<file path="config.mk">
export PLATFORM = sky130hd
export DESIGN_NAME = tpm_timer0
export DESIGN_NICKNAME = d
export VERILOG_FILES = /design/src/hdl/tpm_pkg.sv /design/src/hdl/tpm_byte_counter.sv /design/src/hdl/tpm_timer0.sv
export VERILOG_INCLUDE_DIRS = /design/src /design/src/hdl
export SDC_FILE = /design/constraint.sdc
export NUM_CORES = 1
export LEC_CHECK = 0
export ABC_CLOCK_PERIOD_IN_PS = 2630
export BUFFER_PORTS_ARGS = -buffer_cell sky130_fd_sc_hd__buf_2
export CORE_MARGIN = 5
export CORE_UTILIZATION = 45
export CTS_CLUSTER_DIAMETER = 80
export CTS_CLUSTER_SIZE = 14
export DETAILED_ROUTE_END_ITERATION = 7
export GPL_ROUTABILITY_DRIVEN = 0
export PLACE_DENSITY = 0.69
export SETUP_SLACK_MARGIN = 0.05
export SYNTH_ARGS = -nofsm -noshare
export SYNTH_HDL_FRONTEND = slang
export SYNTH_HIERARCHICAL = 1
export SYNTH_SLANG_ARGS = --single-unit
</file>
<file path="constraint.sdc">
create_clock -name sys_clk_in -period 2.63 [get_ports sys_clk_in]
set_clock_uncertainty 0.1 [all_clocks]
set_input_delay 0.3945 -clock sys_clk_in [delete_from_list [all_inputs] [get_ports sys_clk_in]]
set_output_delay 0.3945 -clock sys_clk_in [all_outputs]
set_load 0.005 [all_outputs]
</file>
<file path="src/hdl/tpm_params.svh">
// Timer 0 constants: register indices, field positions, reset values
`ifndef TPM_PARAMS_SVH
`define TPM_PARAMS_SVH

// ==========================================================
// Register indices (byte address is four times the index)
`define TPM_IDX_CTRL 16'hFE10
`define TPM_IDX_PRESCALER 16'hFE11
`define TPM_IDX_CNT_LO 16'hFE12
`define TPM_IDX_CNT_HI 16'hFE13
`define TPM_IDX_MDATA_LO 16'hFE14
`define TPM_IDX_MDATA_HI 16'hFE15
`define TPM_IDX_CAP_LO 16'hFE16
`define TPM_IDX_CAP_HI 16'hFE17
`define TPM_IDX_IRQ_STATUS 16'hFE20
`define TPM_IDX_IRQ_MASK 16'hFE21
`define TPM_IDX_EVSEL 16'hFE22

// ==========================================================
// Interrupt status and mask bit positions
`define TPM_IRQ_LOW 0
`define TPM_IRQ_HIGH 1
`define TPM_IRQ_CAP 2

// ==========================================================
// Reset values and byte constants
`define TPM_CTRL_RST 8'h00
`define TPM_BYTE_RST 8'h00
`define TPM_EVSEL_RST 2'h3
`define TPM_IRQ_RST 3'h0
`define TPM_BYTE_MAX 8'hFF
`define TPM_BYTE_ONE 8'h01
`define TPM_WORD_RST 32'h0000_0000
`define TPM_SYNC_RST 3'h0
`define TPM_BIT_RST 1'b0

`endif

</file>
<file path="src/hdl/tpm_pkg.sv">
// Timer 0 shared types
package tpm_pkg;

    // Control register layout, bit 7 down to bit 0
    typedef struct packed {
        logic high_run;
        logic low_run;
        logic length_select;
        logic low_clock_select;
        logic high_match_flag;
        logic high_irq_enable;
        logic low_match_flag;
        logic low_irq_enable;
    } tpm_ctrl_t;

    // State reported by one counter byte
    typedef struct packed {
        logic [7:0] count;
        logic [7:0] buffer;
        logic equal;
    } tpm_cnt_stat_t;

    // Bus slave handshake
    typedef enum logic [1:0] {
        TPM_BUS_IDLE = 2'b01,
        TPM_BUS_ACK = 2'b10
    } tpm_bus_state_t;

endpackage

</file>
<file path="src/hdl/tpm_byte_counter.sv">
// One counter byte with its match buffer
`timescale 1ns/1ps
`default_nettype none
`include "tpm_params.svh"

module tpm_byte_counter (
    input wire logic sys_clk_in,
    input wire logic rst_b_in,
    input wire logic run_in,
    input wire logic tick_in,
    input wire logic match_in,
    input wire logic [7:0] match_data_in,
    output tpm_pkg::tpm_cnt_stat_t stat_out
);

    logic [7:0] count_r;
    logic [7:0] buffer_r;

    // ==========================================================
    // Counter
    // Stop and match both park at zero, stop wins over a tick
    always_ff @(posedge sys_clk_in or negedge rst_b_in) begin
        if (!rst_b_in) begin
            count_r <= `TPM_BYTE_RST;
        end else if (!run_in || match_in) begin
            count_r <= `TPM_BYTE_RST;
        end else if (tick_in) begin
            count_r <= count_r + `TPM_BYTE_ONE;
        end
    end

    // ==========================================================
    // Match buffer
    // Reload at a match while running, and on every cycle while stopped,
    // so a new period never cuts the one in progress short
    always_ff @(posedge sys_clk_in or negedge rst_b_in) begin
        if (!rst_b_in) begin
            buffer_r <= `TPM_BYTE_RST;
        end else if (!run_in) begin
            buffer_r <= match_data_in;
        end else if (match_in) begin
            buffer_r <= match_data_in;
        end
    end

    // Status to the parent
    assign stat_out.count = count_r;
    assign stat_out.buffer = buffer_r;
    assign stat_out.equal = (count_r == buffer_r);

endmodule
`default_nettype wire

</file>
<file path="src/hdl/tpm_timer0.sv">
// Timer 0: prescaler, two counter bytes, capture and Avalon-MM slave
`timescale 1ns/1ps
`default_nettype none
`include "tpm_params.svh"

module tpm_timer0 (
    input wire logic sys_clk_in,
    input wire logic rst_b_in,
    input wire logic [17:0] avs_address_in,
    input wire logic avs_read_in,
    input wire logic avs_write_in,
    input wire logic [31:0] avs_writedata_in,
    input wire logic [3:0] avs_byteenable_in,
    output logic [31:0] avs_readdata_out,
    output logic avs_waitrequest_out,
    input wire logic ext_event_in_a_in,
    input wire logic ext_event_in_b_in,
    output logic low_irq_req_out,
    output logic high_irq_req_out,
    output logic irq_out
);

    // ==========================================================
    // Declarations
    tpm_pkg::tpm_bus_state_t bus_state_r;
    tpm_pkg::tpm_ctrl_t ctrl_r;
    tpm_pkg::tpm_ctrl_t wr_ctrl;
    tpm_pkg::tpm_cnt_stat_t lo_stat;
    tpm_pkg::tpm_cnt_stat_t hi_stat;
    logic [31:0] readdata_r;
    logic [31:0] read_nxt;
    logic [7:0] prescaler_match_r;
    logic [7:0] pre_count_r;
    logic [7:0] match_data_low_r;
    logic [7:0] match_data_high_r;
    logic [7:0] capture_low_r;
    logic [7:0] capture_high_r;
    logic [2:0] irq_status_r;
    logic [2:0] irq_mask_r;
    logic [2:0] irq_set;
    logic [1:0] evsel_r;
    logic [1:0] ev_pin;
    logic [2:0] ev_sync_r [2];
    logic [1:0] ev_level_r;
    logic [1:0] ev_detect;
    logic ext_det;
    logic bus_req;
    logic bus_fire;
    logic wr_fire;
    logic [15:0] wr_index;
    logic wr_ctrl_hit;
    logic wr_pre_hit;
    logic pre_tick;
    logic low_tick;
    logic high_tick;
    logic low_carry;
    logic match16;
    logic low_match;
    logic high_match;

    // ==========================================================
    // Bus slave handshake
    // One wait cycle on every access: read data are registered
    // from the decoded address, which keeps the mux off the bus
    assign bus_req = avs_read_in || avs_write_in;
    assign avs_waitrequest_out = bus_req && (bus_state_r == tpm_pkg::TPM_BUS_IDLE);
    assign bus_fire = bus_req && (bus_state_r == tpm_pkg::TPM_BUS_ACK);
    assign wr_fire = bus_fire && avs_write_in && avs_byteenable_in[0];
    assign wr_index = avs_address_in[17:2];
    assign wr_ctrl = tpm_pkg::tpm_ctrl_t'(avs_writedata_in[7:0]);
    assign wr_ctrl_hit = wr_fire && (wr_index == `TPM_IDX_CTRL);
    assign wr_pre_hit = wr_fire && (wr_index == `TPM_IDX_PRESCALER);

    // Handshake state: idle, then one answer cycle
    always_ff @(posedge sys_clk_in or negedge rst_b_in) begin
        if (!rst_b_in) begin
            bus_state_r <= tpm_pkg::TPM_BUS_IDLE;
        end else begin
            unique case (bus_state_r)
                tpm_pkg::TPM_BUS_IDLE: begin
                    if (bus_req) begin
                        bus_state_r <= tpm_pkg::TPM_BUS_ACK;
                    end
                end
                tpm_pkg::TPM_BUS_ACK: begin
                    bus_state_r <= tpm_pkg::TPM_BUS_IDLE;
                end
                default: begin
                    bus_state_r <= tpm_pkg::TPM_BUS_IDLE;
                end
            endcase
        end
    end

    // ==========================================================
    // Read decode
    // Unmapped addresses read as zero; upper bits always zero
    always_comb begin
        read_nxt = 32'h0000_0000;
        if (avs_address_in[1:0] == 2'h0) begin
            unique case (wr_index)
                `TPM_IDX_CTRL: read_nxt[7:0] = ctrl_r;
                `TPM_IDX_PRESCALER: read_nxt[7:0] = prescaler_match_r;
                `TPM_IDX_CNT_LO: read_nxt[7:0] = lo_stat.count;
                `TPM_IDX_CNT_HI: read_nxt[7:0] = hi_stat.count;
                `TPM_IDX_MDATA_LO: read_nxt[7:0] = match_data_low_r;
                `TPM_IDX_MDATA_HI: read_nxt[7:0] = match_data_high_r;
                `TPM_IDX_CAP_LO: read_nxt[7:0] = capture_low_r;
                `TPM_IDX_CAP_HI: read_nxt[7:0] = capture_high_r;
                `TPM_IDX_IRQ_STATUS: read_nxt[2:0] = irq_status_r;
                `TPM_IDX_IRQ_MASK: read_nxt[2:0] = irq_mask_r;
                `TPM_IDX_EVSEL: read_nxt[1:0] = evsel_r;
                default: read_nxt = 32'h0000_0000;
            endcase
        end
    end

    // Read data captured in the wait cycle, stable at the answer edge
    always_ff @(posedge sys_clk_in or negedge rst_b_in) begin
        if (!rst_b_in) begin
            readdata_r <= `TPM_WORD_RST;
        end else if (avs_read_in && bus_state_r == tpm_pkg::TPM_BUS_IDLE) begin
            readdata_r <= read_nxt;
        end
    end

    assign avs_readdata_out = readdata_r;

    // ==========================================================
    // Control register
    // Flags: hardware set beats a software clear in the same cycle.
    // Writing 0 clears a flag, writing 1 leaves it as it is.
    always_ff @(posedge sys_clk_in or negedge rst_b_in) begin
        if (!rst_b_in) begin
            ctrl_r <= tpm_pkg::tpm_ctrl_t'(`TPM_CTRL_RST);
        end else begin
            if (wr_ctrl_hit) begin
                ctrl_r.high_run <= wr_ctrl.high_run;
                ctrl_r.low_run <= wr_ctrl.low_run;
                ctrl_r.length_select <= wr_ctrl.length_select;
                ctrl_r.low_clock_select <= wr_ctrl.low_clock_select;
                ctrl_r.high_irq_enable <= wr_ctrl.high_irq_enable;
                ctrl_r.low_irq_enable <= wr_ctrl.low_irq_enable;
            end
            ctrl_r.high_match_flag <= high_match ||
                (ctrl_r.high_match_flag && !(wr_ctrl_hit && !wr_ctrl.high_match_flag));
            ctrl_r.low_match_flag <= low_match ||
                (ctrl_r.low_match_flag && !(wr_ctrl_hit && !wr_ctrl.low_match_flag));
        end
    end

    // Interrupt requests toward the core's vectors
    assign low_irq_req_out = ctrl_r.low_match_flag && ctrl_r.low_irq_enable;
    assign high_irq_req_out = ctrl_r.high_match_flag && ctrl_r.high_irq_enable;

    // ==========================================================
    // Writable data registers
    // Counter and capture indices have no write path at all
    always_ff @(posedge sys_clk_in or negedge rst_b_in) begin
        if (!rst_b_in) begin
            prescaler_match_r <= `TPM_BYTE_RST;
        end else if (wr_pre_hit) begin
            prescaler_match_r <= avs_writedata_in[7:0];
        end
    end

    // Match data, low byte
    always_ff @(posedge sys_clk_in or negedge rst_b_in) begin
        if (!rst_b_in) begin
            match_data_low_r <= `TPM_BYTE_RST;
        end else if (wr_fire && wr_index == `TPM_IDX_MDATA_LO) begin
            match_data_low_r <= avs_writedata_in[7:0];
        end
    end

    // Match data, high byte
    always_ff @(posedge sys_clk_in or negedge rst_b_in) begin
        if (!rst_b_in) begin
            match_data_high_r <= `TPM_BYTE_RST;
        end else if (wr_fire && wr_index == `TPM_IDX_MDATA_HI) begin
            match_data_high_r <= avs_writedata_in[7:0];
        end
    end

    // Event input selection
    always_ff @(posedge sys_clk_in or negedge rst_b_in) begin
        if (!rst_b_in) begin
            evsel_r <= `TPM_EVSEL_RST;
        end else if (wr_fire && wr_index == `TPM_IDX_EVSEL) begin
            evsel_r <= avs_writedata_in[1:0];
        end
    end

    // ==========================================================
    // Prescaler
    // A setting write parks the count at zero; the tick of that
    // cycle is suppressed so no short period leaks out
    assign pre_tick = (pre_count_r == prescaler_match_r) && !wr_pre_hit;

    always_ff @(posedge sys_clk_in or negedge rst_b_in) begin
        if (!rst_b_in) begin
            pre_count_r <= `TPM_BYTE_RST;
        end else if (wr_pre_hit) begin
            pre_count_r <= `TPM_BYTE_RST;
        end else if (pre_count_r == prescaler_match_r) begin
            pre_count_r <= `TPM_BYTE_RST;
        end else begin
            pre_count_r <= pre_count_r + `TPM_BYTE_ONE;
        end
    end

    // ==========================================================
    // External event inputs
    // Three stages; a level is accepted once stages two and three
    // agree, which filters single-cycle glitches on the pins
    assign ev_pin = {ext_event_in_b_in, ext_event_in_a_in};

    for (genvar i = 0; i < 2; i++) begin : g_ev
        always_ff @(posedge sys_clk_in or negedge rst_b_in) begin
            if (!rst_b_in) begin
                ev_sync_r[i] <= `TPM_SYNC_RST;
            end else begin
                ev_sync_r[i] <= {ev_sync_r[i][1:0], ev_pin[i]};
            end
        end

        // Accepted level
        always_ff @(posedge sys_clk_in or negedge rst_b_in) begin
            if (!rst_b_in) begin
                ev_level_r[i] <= `TPM_BIT_RST;
            end else if (ev_sync_r[i][1] == ev_sync_r[i][2]) begin
                ev_level_r[i] <= ev_sync_r[i][1];
            end
        end

        // Rising edge of the accepted level, one cycle
        assign ev_detect[i] = (ev_sync_r[i][1] == ev_sync_r[i][2]) &&
            ev_sync_r[i][2] && !ev_level_r[i];
    end

    assign ext_det = |(ev_detect & evsel_r);

    // ==========================================================
    // Count clocks and match signals
    // In word mode the high byte advances on the low byte's wrap
    assign low_tick = ctrl_r.low_clock_select ? ext_det : pre_tick;
    assign low_carry = low_tick && (lo_stat.count == `TPM_BYTE_MAX);
    assign high_tick = ctrl_r.length_select ? (low_carry && !match16) : pre_tick;

    // Word match needs all sixteen bits equal on a low tick
    assign match16 = ctrl_r.length_select && ctrl_r.low_run && low_tick &&
        lo_stat.equal && hi_stat.equal;

    // Byte matches, or both at once from the word match
    assign low_match = ctrl_r.length_select ? match16 :
        (low_tick && ctrl_r.low_run && lo_stat.equal);
    assign high_match = ctrl_r.length_select ? match16 :
        (high_tick && ctrl_r.high_run && hi_stat.equal);

    // ==========================================================
    // Counter bytes
    tpm_byte_counter u_low (
        .sys_clk_in(sys_clk_in),
        .rst_b_in(rst_b_in),
        .run_in(ctrl_r.low_run),
        .tick_in(low_tick),
        .match_in(low_match),
        .match_data_in(match_data_low_r),
        .stat_out(lo_stat)
    );

    tpm_byte_counter u_high (
        .sys_clk_in(sys_clk_in),
        .rst_b_in(rst_b_in),
        .run_in(ctrl_r.high_run),
        .tick_in(high_tick),
        .match_in(high_match),
        .match_data_in(match_data_high_r),
        .stat_out(hi_stat)
    );

    // ==========================================================
    // Capture registers
    // Counts are taken before this cycle's increment or clear.
    // Bus writes never reach them.
    always_ff @(posedge sys_clk_in or negedge rst_b_in) begin
        if (!rst_b_in) begin
            capture_low_r <= `TPM_BYTE_RST;
        end else if (ext_det) begin
            capture_low_r <= lo_stat.count;
        end
    end

    always_ff @(posedge sys_clk_in or negedge rst_b_in) begin
        if (!rst_b_in) begin
            capture_high_r <= `TPM_BYTE_RST;
        end else if (ext_det) begin
            capture_high_r <= hi_stat.count;
        end
    end

    // ==========================================================
    // Sticky interrupt status and mask
    // Write one to clear; a new event in the same cycle wins
    assign irq_set[`TPM_IRQ_LOW] = low_match;
    assign irq_set[`TPM_IRQ_HIGH] = high_match;
    assign irq_set[`TPM_IRQ_CAP] = ext_det;

    always_ff @(posedge sys_clk_in or negedge rst_b_in) begin
        if (!rst_b_in) begin
            irq_status_r <= `TPM_IRQ_RST;
        end else if (wr_fire && wr_index == `TPM_IDX_IRQ_STATUS) begin
            irq_status_r <= (irq_status_r & ~avs_writedata_in[2:0]) | irq_set;
        end else begin
            irq_status_r <= irq_status_r | irq_set;
        end
    end

    always_ff @(posedge sys_clk_in or negedge rst_b_in) begin
        if (!rst_b_in) begin
            irq_mask_r <= `TPM_IRQ_RST;
        end else if (wr_fire && wr_index == `TPM_IDX_IRQ_MASK) begin
            irq_mask_r <= avs_writedata_in[2:0];
        end
    end

    // Level output, high while any enabled status bit is set
    assign irq_out = |(irq_status_r & irq_mask_r);

endmodule
`default_nettype wire

</file>
==> run metrics, run 1 <==
CP most frequent cell nor2_2; synth unique cells 51; status finished clean; EDFF count, synth 0; Final Cycle Share 99.1%; core area 0.0127 sq mm; Crit-path slowest cell or4_4; DR vias/cell 5.38; total power roughly 4.2 mW; Mean Syn Cell Area roughly 11 sq um; DP Cell Count 747; crit path time final around 2600 ps; Antenna Nets Post-Route 0; post-synthesis sequential element count 114; multiplexer share of the synthesized area a little under a fifth; row cnt 41; vias in the first global route 4396; Critical Path Start Type register; first-pass GRT wire length roughly 23000 microns; Required @ worst endpoint ~2900 ps; drt first pass iters 5; f_max between 300 and 400 MHz; Num Clock Sinks 114; total of max-cap violations 0; die area approximately 0.015 sq mm; CTS tree yes; final setup vio count 0; Initial Util 46.0%; crit path kind reg -> reg; post-DP HPWL 10000 microns; VDD IR max 388 uV; Min Hold Slack 169 ps; commonest cells after routing, fill and taps aside dfrtp_1 (111), nand2_1 (75), mux2_2 (47), buf_2 (43), buf_4 (40); largest family of logic cells by synthesized area multiplexers; CTS root buf clkbuf_16; top_reg_cell synth dfrtp_1; CP max FO 5; initial drt markers ~260; simple-gate portion of the synthesized area 16.5%; Leak 3.35 nW; Post-Synth XOR/XNOR Area 5.71%; net load switching power 893 uW; Synth Area in Compound Gates 4.16%; Slew HR 59.7%; IO Pins 96; Area Overhead vs Synth 20.3%; Clock power frac roughly half; layout cells sized above 1 33.2%; Gate power share about 5.0%; final-stage net count 664; # diodes 0; initial antenna violation count 1; adder-cell share of the synthesized area 1.07%; CP Capture Type register; crit path DAT 2850 ps; sequential cell area fraction in the yosys report 49.0%; Flop pwr share 43.2%; total grt overflow 0; RSZ-0062 raised after global routing yes; Cell Area, Synth a little under 0.006 sq mm; CTS Buffer Depth 2; drt wl/cell between 15 and 20 microns; worst hold path class in -> reg; Gate Count Post-Synth 516; PD cells 596 mW/mm^2; Least-Margin Pin Slew 605 ps; Final Hold Viols 0; wirelength, routed around 14000 microns; Worst-path clk slew 50 ps; cts bufs inserted 17; pins over their slew limit 0; largest net degree at the start of global routing 55; crit path cell chain xnor2_1 -> nand4_1 -> nor2_2 -> and4_1 -> or4_4 -> nor2_2 -> nor2_1 -> o22ai_2 -> buf_6 -> nand3_2 -> or3_4 -> a21oi_2; switching share of power a little over a fifth; Die H between 100 and 150 microns; total track usage 19.7%; Int Pwr approximately 3.3 mW; DRC violations left 0; final std cells w/o fill 784; H-tree levels 4; Die Width 124 microns; Async SR Flop Fraction 100%; via count of the routed design 4220; Port Buf Inserts 44; clk_lat worst skew 410 ps; setup TNS 0 ps; commonest non-fill, non-tap cell in the layout dfrtp_1; Yosys Warn Count 6; Largest stage delay, worst path 450 ps
power groups by stage:
stage / Sequential, mW / Clock, mW / Combinational (mW)
after floorplan: 1.83 / 0 / 0.123
after global placement: 1.83 / 0 / 0.205
after detailed placement: 1.84 / 0 / 0.209
after CTS: 1.81 / 2.21 / 0.214
after global routing: 1.81 / 2.28 / 0.238
final: 1.81 / 2.16 / 0.211
logic make-up (layout without fill, tap and decap cells):
family | Yosys count | in the layout
other | 1 | 24
AOI/OAI and AO/OA | 42 | 42
DFF | 114 | 114
muxes | 80 | 80
xor gates and xnor gates | 38 | 38
and+or+nand+nor | 184 | 184
buffers and inverters | 52 | 125
adders and majority gates | 5 | 5
path summary, 6_finish.rpt:
| check | from | end | slack, ps | depth (start not counted) |
|---|---|---|---|---|
| worst max-delay path | u_low/count_r[5]$_DFFE_PN0P_ | u_high/count_r[5]$_DFFE_PN0P_ | 20 | 12 |
| worst min-delay path | avs_writedata_in[5] | ctrl_r[5]$_DFFE_PN0P_ | 170 | 3 |
| worst max register to register | u_low/count_r[5]$_DFFE_PN0P_ | u_high/count_r[5]$_DFFE_PN0P_ | 20 | 12 |
| worst min register to register | ev_sync_r[3]$_DFF_PN0_ | ev_sync_r[4]$_DFF_PN0_ | 250 | 0 |
| max in group asynchronous | rst_b_in | bus_state_r[0]$_DFFE_PN1P_ | 1240 | 3 |
| min in group asynchronous | rst_b_in | ev_sync_r[1]$_DFF_PN0_ | 440 | 2 |
critical path: cells and delay by family (launching register included):
kind	cells	cell delay, ps
buffers and inverters	1	150
and+or+nand+nor	8	1460
DFF	1	390
xor gates and xnor gates	1	130
AOI/OAI and AO/OA	2	300
flip-flops by register name (all words and copies together), names as in the netlist, 3 cells and up:
name	flops
avs_readdata_out	8
capture_high_r	8
capture_low_r	8
ctrl_r	8
match_data_high_r	8
match_data_low_r	8
pre_count_r	8
prescaler_match_r	8
u_high/buffer_r	8
u_high/count_r	8
u_low/buffer_r	8
u_low/count_r	8
ev_sync_r	6
irq_mask_r	3
irq_status_r	3
layout make-up:
class / instances / area, sq um
clock buffer: 27 / 513
clock inverter: 5 / 52.6
fill: 1053 / 5660
inverter: 5 / 18.8
multi-input combinational: 373 / 2780
sequential: 114 / 2860
tap: 172 / 215
timing repair buffer: 88 / 577
metrics by stage:
stage	worst slack, ps	cell area (sq um)	utilization (%)
6_report	22.4	7010	55.3
5_1_grt	-73.4	7010	55.3
4_1_cts	52.1	6990	55.2
3_5_place_dp	-146	6360	50.2
3_3_place_gp	-50.5	6360	50.2
2_1_floorplan	103	5920	-
what timing repair did:
item,CTS,global route
endpoints found under the hold margin,45,0
buffers inserted,1,2
setup endpoints to repair,5,21
gates resized for setup,7,3
hold buffers,3,0
pin swaps,9,6
cell usage after synthesis (5+ instances only):
cell	count	area, sq um
xor2_1	11	96.3
buf_4	26	195
dfrtp_1	111	2780
inv_1	5	18.8
and3_1	6	37.5
or3_1	6	37.5
nand3_1	24	120
buf_2	13	65.1
mux4_2	13	293
mux2_4	6	90.1
xnor2_1	27	236
ha_1	5	62.6
a21oi_1	9	45.0
o21ai_0	22	110
clkbuf_1	6	22.5
mux2_2	47	529
nor2_1	26	97.6
nand2_1	75	282
mux2i_1	14	140
nand4_1	14	87.6
metal layers:
| layer | vias to the layer above | track usage [%] | part of all wire [%] |
|---|---|---|---|
| met5 | - | 0 | 0.094 |
| met4 | 2 | 6.51 | 1.3 |
| li1 | 1928 | - | - |
| met3 | 22 | 5.31 | 5.6 |
| met2 | 126 | 32.3 | 49 |
| met1 | 2142 | 25.5 | 44 |
No activity file was read; power rests on OpenSTA's default activity.
==> run 2, diff against run 1 <==
--- a/config.mk
+++ b/config.mk
@@ -6,7 +6,7 @@
 export SDC_FILE = /design/constraint.sdc
 export NUM_CORES = 1
 export LEC_CHECK = 0
-export ABC_CLOCK_PERIOD_IN_PS = 2630
+export ABC_CLOCK_PERIOD_IN_PS = 3150
 export BUFFER_PORTS_ARGS = -buffer_cell sky130_fd_sc_hd__buf_2
 export CORE_MARGIN = 5
 export CORE_UTILIZATION = 45
@@ -14,7 +14,7 @@
 export CTS_CLUSTER_SIZE = 14
 export DETAILED_ROUTE_END_ITERATION = 7
 export GPL_ROUTABILITY_DRIVEN = 0
-export PLACE_DENSITY = 0.69
+export PLACE_DENSITY = 0.66
 export SETUP_SLACK_MARGIN = 0.05
 export SYNTH_ARGS = -nofsm -noshare
 export SYNTH_HDL_FRONTEND = slang
==> constraint.sdc (replaced) <==
create_clock -name sys_clk_in -period 3.15 [get_ports sys_clk_in]
set_clock_uncertainty 0.1 [all_clocks]
set_input_delay 0.4725 -clock sys_clk_in [delete_from_list [all_inputs] [get_ports sys_clk_in]]
set_output_delay 0.4725 -clock sys_clk_in [all_outputs]
set_load 0.005 [all_outputs]
==> run metrics, run 2 (synthesis gave the netlist of run 1 again) <==
status finished clean (unchanged); f_max 341 MHz (was 384 MHz); Setup WS pre-CTS 284 ps (was -146 ps); total track usage 19.4% (was 19.7%); commonest cells after routing, fill and taps aside dfrtp_1 (111), nand2_1 (75), mux2_2 (47), buf_2 (43), buf_4 (29) (was dfrtp_1 (111), nand2_1 (75), mux2_2 (47), buf_2 (43), buf_4 (40)); worst hold path class in -> async (was in -> reg); Initial Util 46.0% (unchanged); cts bufs inserted 17 (unchanged); CTS Buffer Depth 2 (unchanged); R2R cell count 12 (unchanged); total grt overflow 0 (unchanged); die area 0.0153 sq mm (unchanged); Worst-path clk slew 50 ps (about the same); Clock power frac 51.3% (was 51.8%); CTS tree yes (unchanged); vias in the first global route 4170 (was 4396); CTS resizes 0 (was 7); CP most frequent cell nor2_1 (was nor2_2); first-pass GRT wire length 22100 microns (was 22900 microns); pins over their slew limit 0 (unchanged); Die H 124 microns (unchanged); switching share of power 21.7% (was 21.4%); initial drt markers 217 (was 257); H-tree levels 4 (unchanged); Int Pwr 2.69 mW (was 3.29 mW); largest net degree at the start of global routing 57 (was 55); Critical Path Start Type register (unchanged); PD cells 503 mW/mm^2 (was 596 mW/mm^2); Min Hold Slack 15.7 ps (was 169 ps); final core occ 53.9% (was 55.3%); Die Width 124 microns (unchanged); min setup slack post-route 215 ps (was 22.4 ps); Crit-path slowest cell or4_1 (was or4_4); Final Hold Viols 0 (unchanged); Routed met2 length 6660 microns (was 6820 microns); Required @ worst endpoint 3390 ps (was 2870 ps); Slew HR 50.2% (was 59.7%); routed length on met1 5990 microns (was 6010 microns); setup TNS 0 ps (unchanged); CTS root buf clkbuf_16 (unchanged); core area 0.0127 sq mm (unchanged); crit path time final 2940 ps (was 2610 ps); Post-CTS Hold Fix Bufs 0 (was 3); Num Clock Sinks 114 (unchanged); Antenna Nets Post-Route 0 (unchanged); final setup vio count 0 (unchanged); layout cells sized above 1 30.4% (was 33.2%); via count of the routed design 4138 (was 4220); crit path DAT 3180 ps (was 2850 ps); Crit Reg-Reg Startpoint u_high/count_r[4]$_DFFE_PN0P_ (was u_low/count_r[5]$_DFFE_PN0P_); DP Cell Count 737 (was 747); Reg-to-Reg End u_high/count_r[5]$_DFFE_PN0P_ (unchanged); Setup Buffers After CTS 0 (was 1); # diodes 0 (unchanged); Gate power share 4.8% (was 5.0%); final-stage net count 649 (was 664); max layer used met4 (was met5); IO Pins 96 (unchanged); final std cells w/o fill 768 (was 784); total of max-cap violations 0 (unchanged); Leak 3.26 nW (was 3.35 nW); CP Capture Type register (unchanged); RSZ-0062 raised after global routing no (was yes); crit path cell chain xnor2_1 -> nand4_1 -> nor2_1 -> and4_1 -> or4_1 -> nor2_1 -> nor2_1 -> o22ai_1 -> buf_4 -> nand3_1 -> or3_1 -> a21oi_1 (was xnor2_1 -> nand4_1 -> nor2_2 -> and4_1 -> or4_4 -> nor2_2 -> nor2_1 -> o22ai_2 -> buf_6 -> nand3_2 -> or3_4 -> a21oi_2); Least-Margin Pin Slew 747 ps (was 605 ps); row cnt 41 (unchanged); Flop pwr share 44.0% (was 43.2%); drt first pass iters 5 (unchanged); wirelength, routed 13700 microns (was 13800 microns); post-DP HPWL 9910 microns (was 10000 microns); R2R setup slack 210 ps (was 20 ps); VDD IR max 370 uV (was 388 uV); Largest stage delay, worst path 530 ps (was 450 ps); Area Overhead vs Synth 17.1% (was 20.3%); clk_lat worst skew 420 ps (was 410 ps); CP max FO 7 (was 5); crit path kind reg -> reg (unchanged); drt wl/cell 17.8 microns (was 17.6 microns); net load switching power 745 uW (was 893 uW); DR vias/cell 5.39 (was 5.38); DRC violations left 0 (unchanged); Port Buf Inserts 44 (unchanged); Final Cycle Share 93.2% (was 99.1%); DR WL met3 800 microns (was 772 microns); commonest non-fill, non-tap cell in the layout dfrtp_1 (unchanged); initial antenna violation count 0 (was 1)
[run 2: changes by cell type in the layout (fill, tap and decap cells not counted), moves of 2 or more]
cell	change
clkbuf_8	-2
nor2_2	-3
dlygate4sd3_1	-3
nor2_1	+3
buf_4	-11
clkinv_2	+2
[run 2: area by class of cell]
type	count	area [sq um]
inverters	5	18.8
flip-flops and latches	114	2860
multi-input cells	373	2740
clock buffers	25	485
fillers	1098	5840
repair buffers	73	453
clock inverters	6	55.1
well taps	172	215
[run 2: through the flow]
| stage | total power, mW | area, sq um |
|---|---|---|
| final | 3.43 | 6830 |
| after detailed placement | 1.70 | 6290 |
| after floorplan | 1.63 | 5920 |
| after global routing | 3.57 | 6830 |
| after global placement | 1.69 | 6290 |
| after CTS | 3.48 | 6830 |
[run 2: worst max-delay path by stage]
stage                                   from                            end  slack, ps  cells after the start
5_1_grt        u_high/count_r[5]$_DFFE_PN0P_  u_high/count_r[5]$_DFFE_PN0P_        120                     12
3_5_place_dp   u_high/count_r[4]$_DFFE_PN0P_  u_high/count_r[5]$_DFFE_PN0P_        280                     12
3_3_place_gp   u_high/count_r[4]$_DFFE_PN0P_  u_high/count_r[6]$_DFFE_PN0P_        320                     12
6_report       u_high/count_r[4]$_DFFE_PN0P_  u_high/count_r[5]$_DFFE_PN0P_        210                     12
2_1_floorplan  u_high/count_r[2]$_DFFE_PN0P_  u_high/count_r[5]$_DFFE_PN0P_        550                     13
4_1_cts        u_high/count_r[4]$_DFFE_PN0P_  u_high/count_r[5]$_DFFE_PN0P_        260                     12
[run 2: layer usage]
metal,vias up,GRT usage [%]
li1,1899,-
met1,2083,25.7
met2,138,30.8
met3,18,5.00
met4,0,6.78
met5,-,0
[run 2: power groups by stage]
stage / registers (mW) / clock network, mW / logic (mW)
2_1_floorplan: 1.53 / 0 / 0.102
3_3_place_gp: 1.53 / 0 / 0.163
3_5_place_dp: 1.53 / 0 / 0.167
4_1_cts: 1.51 / 1.80 / 0.167
5_1_grt: 1.51 / 1.87 / 0.185
6_report: 1.51 / 1.76 / 0.164
[run 2: critical path: cells and delay by family (launching register included)]
kind | cells | cell delay, ps
AND/OR/NAND/NOR | 8 | 1630
flip-flops | 1 | 470
AO/OA/AOI/OAI | 2 | 290
buffers and inverters | 1 | 190
XOR/XNOR | 1 | 170
==> run 3, diff against run 2 <==
==> constraint.sdc (replaced) <==
create_clock -name sys_clk_in -period 3.15 [get_ports sys_clk_in]
set_clock_uncertainty 0.1 [all_clocks]
set_input_delay 0 -clock sys_clk_in [delete_from_list [all_inputs] [get_ports sys_clk_in]]
set_output_delay 0 -clock sys_clk_in [all_outputs]
set_load 0.005 [all_outputs]
==> run metrics, run 3 (synthesis gave the netlist of run 1 again) <==
Final Hold Viols 0 (unchanged); CTS root buf clkbuf_16 (unchanged); DRC violations left 0 (unchanged); first-pass GRT wire length 22500 microns (was 22100 microns); cts bufs inserted 17 (unchanged); VDD IR max 335 uV (was 370 uV); Die H 124 microns (unchanged); CTS Buffer Depth 2 (unchanged); Worst Hold Depth 5; clk_lat worst skew 410 ps (was 420 ps); die area 0.0153 sq mm (unchanged); Num Clock Sinks 114 (unchanged); IO Pins 96 (unchanged); Leak 3.32 nW (was 3.26 nW); via count of the routed design 4188 (was 4138); Largest stage delay, worst path 500 ps (was 530 ps); Setup Buffers After CTS 0 (unchanged); final-stage net count 660 (was 649); R2R cell count 12 (unchanged); hold path start avs_address_in[1]; worst hold path class in -> reg (was in -> async); WP buf/inv 1 (unchanged); Least-Margin Pin Slew 1000 ps (was 747 ps); CP Capture Type register (unchanged); crit path DAT 3090 ps (was 3180 ps); worst hold endpoint avs_readdata_out[2]$_DFFE_PN0P_; Antenna Nets Post-Route 0 (unchanged); crit path kind reg -> reg (unchanged); drt first pass iters 5 (unchanged); crit path time final 2870 ps (was 2940 ps); core area 0.0127 sq mm (unchanged); post-DP HPWL 9640 microns (was 9910 microns); Worst-path clk slew 50 ps (about the same); Final Cycle Share 91.1% (was 93.2%); row cnt 41 (unchanged); Fill cells 1084 (was 1098); total of max-cap violations 0 (unchanged); R2R setup slack 280 ps (was 210 ps); f_max 348 MHz (was 341 MHz); min setup slack post-route 280 ps (was 215 ps); Critical Path Start Type register (unchanged); drt wl/cell 17.4 microns (was 17.8 microns); Setup WS pre-CTS 314 ps (was 284 ps); largest net degree at the start of global routing 81 (was 57); commonest cells after routing, fill and taps aside dfrtp_1 (109), nand2_1 (75), mux2_2 (47), buf_2 (43), xnor2_1 (27) (was dfrtp_1 (111), nand2_1 (75), mux2_2 (47), buf_2 (43), buf_4 (29)); pins over their slew limit 0 (unchanged); Area Overhead vs Synth 20.2% (was 17.1%); Slew HR 33.0% (was 50.2%); RSZ-0062 raised after global routing no (unchanged); CP max FO 7 (unchanged); Die Width 124 microns (unchanged); setup TNS 0 ps (unchanged); Crit-path slowest cell or4_1 (unchanged); initial antenna violation count 1 (was 0); Port Buf Inserts 44 (unchanged); vias in the first global route 4215 (was 4170); CP Launch Point u_high/count_r[4]$_DFFE_PN0P_ (unchanged); DR vias/cell 5.37 (was 5.39); Required @ worst endpoint 3370 ps (was 3390 ps); Initial Util 46.0% (unchanged); crit path cell chain xnor2_1 -> nand4_1 -> nor2_1 -> and4_1 -> or4_1 -> nor2_1 -> nor2_1 -> o22ai_1 -> buf_4 -> nand2_1 -> or3_1 -> a21oi_1 (was xnor2_1 -> nand4_1 -> nor2_1 -> and4_1 -> or4_1 -> nor2_1 -> nor2_1 -> o22ai_1 -> buf_4 -> nand3_1 -> or3_1 -> a21oi_1); PD cells 517 mW/mm^2 (was 503 mW/mm^2); CP delay by family, top simple AND/OR/NAND/NOR gates (unchanged); final setup vio count 0 (unchanged); commonest non-fill, non-tap cell in the layout dfrtp_1 (unchanged); H-tree levels 4 (unchanged); Crit Reg-Reg Startpoint u_high/count_r[4]$_DFFE_PN0P_ (unchanged); CP most frequent cell nor2_1 (unchanged); initial drt markers 303 (was 217); total grt overflow 0 (unchanged); status finished clean (unchanged); wirelength, routed 13500 microns (was 13700 microns); Reg-to-Reg End u_high/count_r[6]$_DFFE_PN0P_ (was u_high/count_r[5]$_DFFE_PN0P_); layout cells sized above 1 29.8% (was 30.4%); CTS tree yes (unchanged); total track usage 19.4% (about the same)
-- run 3: cell types whose count changed in the layout (fill, tap and decap cells not counted) --
cell           previous run  this run
dlygate4sd3_1             0        18
buf_4                    29        23
clkbuf_1                  5         0
bufinv_16                 1         3
clkinvlp_4                0         2
dfrtp_1                 111       109
dfrtp_2                   0         2
buf_12                    1         0
clkinv_2                  5         6
diode_2                   0         1
-- run 3: stage by stage --
stage / hold slack (ps) / std cells / instance area [sq um] / util [%] / power (mW)
3_3_place_gp: 15.0 / 730 / 6220 / 49.1 / 1.69
2_1_floorplan: -396 / 539 / 5920 / - / 1.63
6_report: 22.7 / 780 / 7010 / 55.3 / 3.62
3_5_place_dp: 10.5 / 730 / 6220 / 49.1 / 1.69
5_1_grt: 53.8 / 780 / 7010 / 55.3 / 3.75
4_1_cts: 8.88 / 779 / 7000 / 55.3 / 3.66
-- run 3: power breakdown --
group          internal, mW  switching, mW  leakage, nW
Combinational        0.0730          0.105         1.50
Sequential             1.49         0.0155         1.53
Clock                  1.29          0.647        0.297
Total                  2.86          0.768         3.32
-- run 3: layer usage --
layer  up-vias  GRT usage [%]  share of wire [%]
li1       1924              -                  -
met1      2113           26.2                 44
met2       131           31.2                 48
met3        20           5.00                6.2
met4         0           4.91                1.6
met5         -              0                  0
-- run 3: worst reg2reg max path, stage by stage (launching register included) --
cell	delay, ps
dfrtp_2	460
xnor2_1	150
nand4_1	110
nor2_1	100
and4_1	240
or4_1	500
nor2_1	110
nor2_1	50
o22ai_1	180
buf_4	200
nand2_1	100
or3_1	360
a21oi_1	140
-- run 3: what timing repair did --
action	CTS	global route
endpoints found under the hold margin	125	0
hold buffers	18	0
gates resized for setup	0	2
endpoints found under the setup margin	0	2
-- run 3: final cells by class --
| class | instances | area (sq um) | area share [%] |
|---|---|---|---|
| timing repair buffer | 84 | 568 | 8.10 |
| tap | 172 | 215 | 3.07 |
| clock inverter | 11 | 135 | 1.93 |
| sequential | 114 | 2860 | 40.8 |
| clock buffer | 20 | 467 | 6.66 |
| inverter | 5 | 18.8 | 0.268 |
| antenna | 1 | 2.50 | 0.0357 |
| multi-input combinational | 373 | 2740 | 39.1 |
-- run 3: worst max-delay path by stage --
stage | depth (start not counted) | slack [ps] | to
CTS | 12 | 250 | u_high/count_r[6]$_DFFE_PN0P_
finish | 12 | 280 | u_high/count_r[6]$_DFFE_PN0P_
detailed placement | 12 | 310 | u_high/count_r[6]$_DFFE_PN0P_
global placement | 12 | 330 | u_high/count_r[6]$_DFFE_PN0P_
global route | 12 | 60 | u_high/count_r[5]$_DFFE_PN0P_
floorplan | 13 | 550 | u_high/count_r[5]$_DFFE_PN0P_
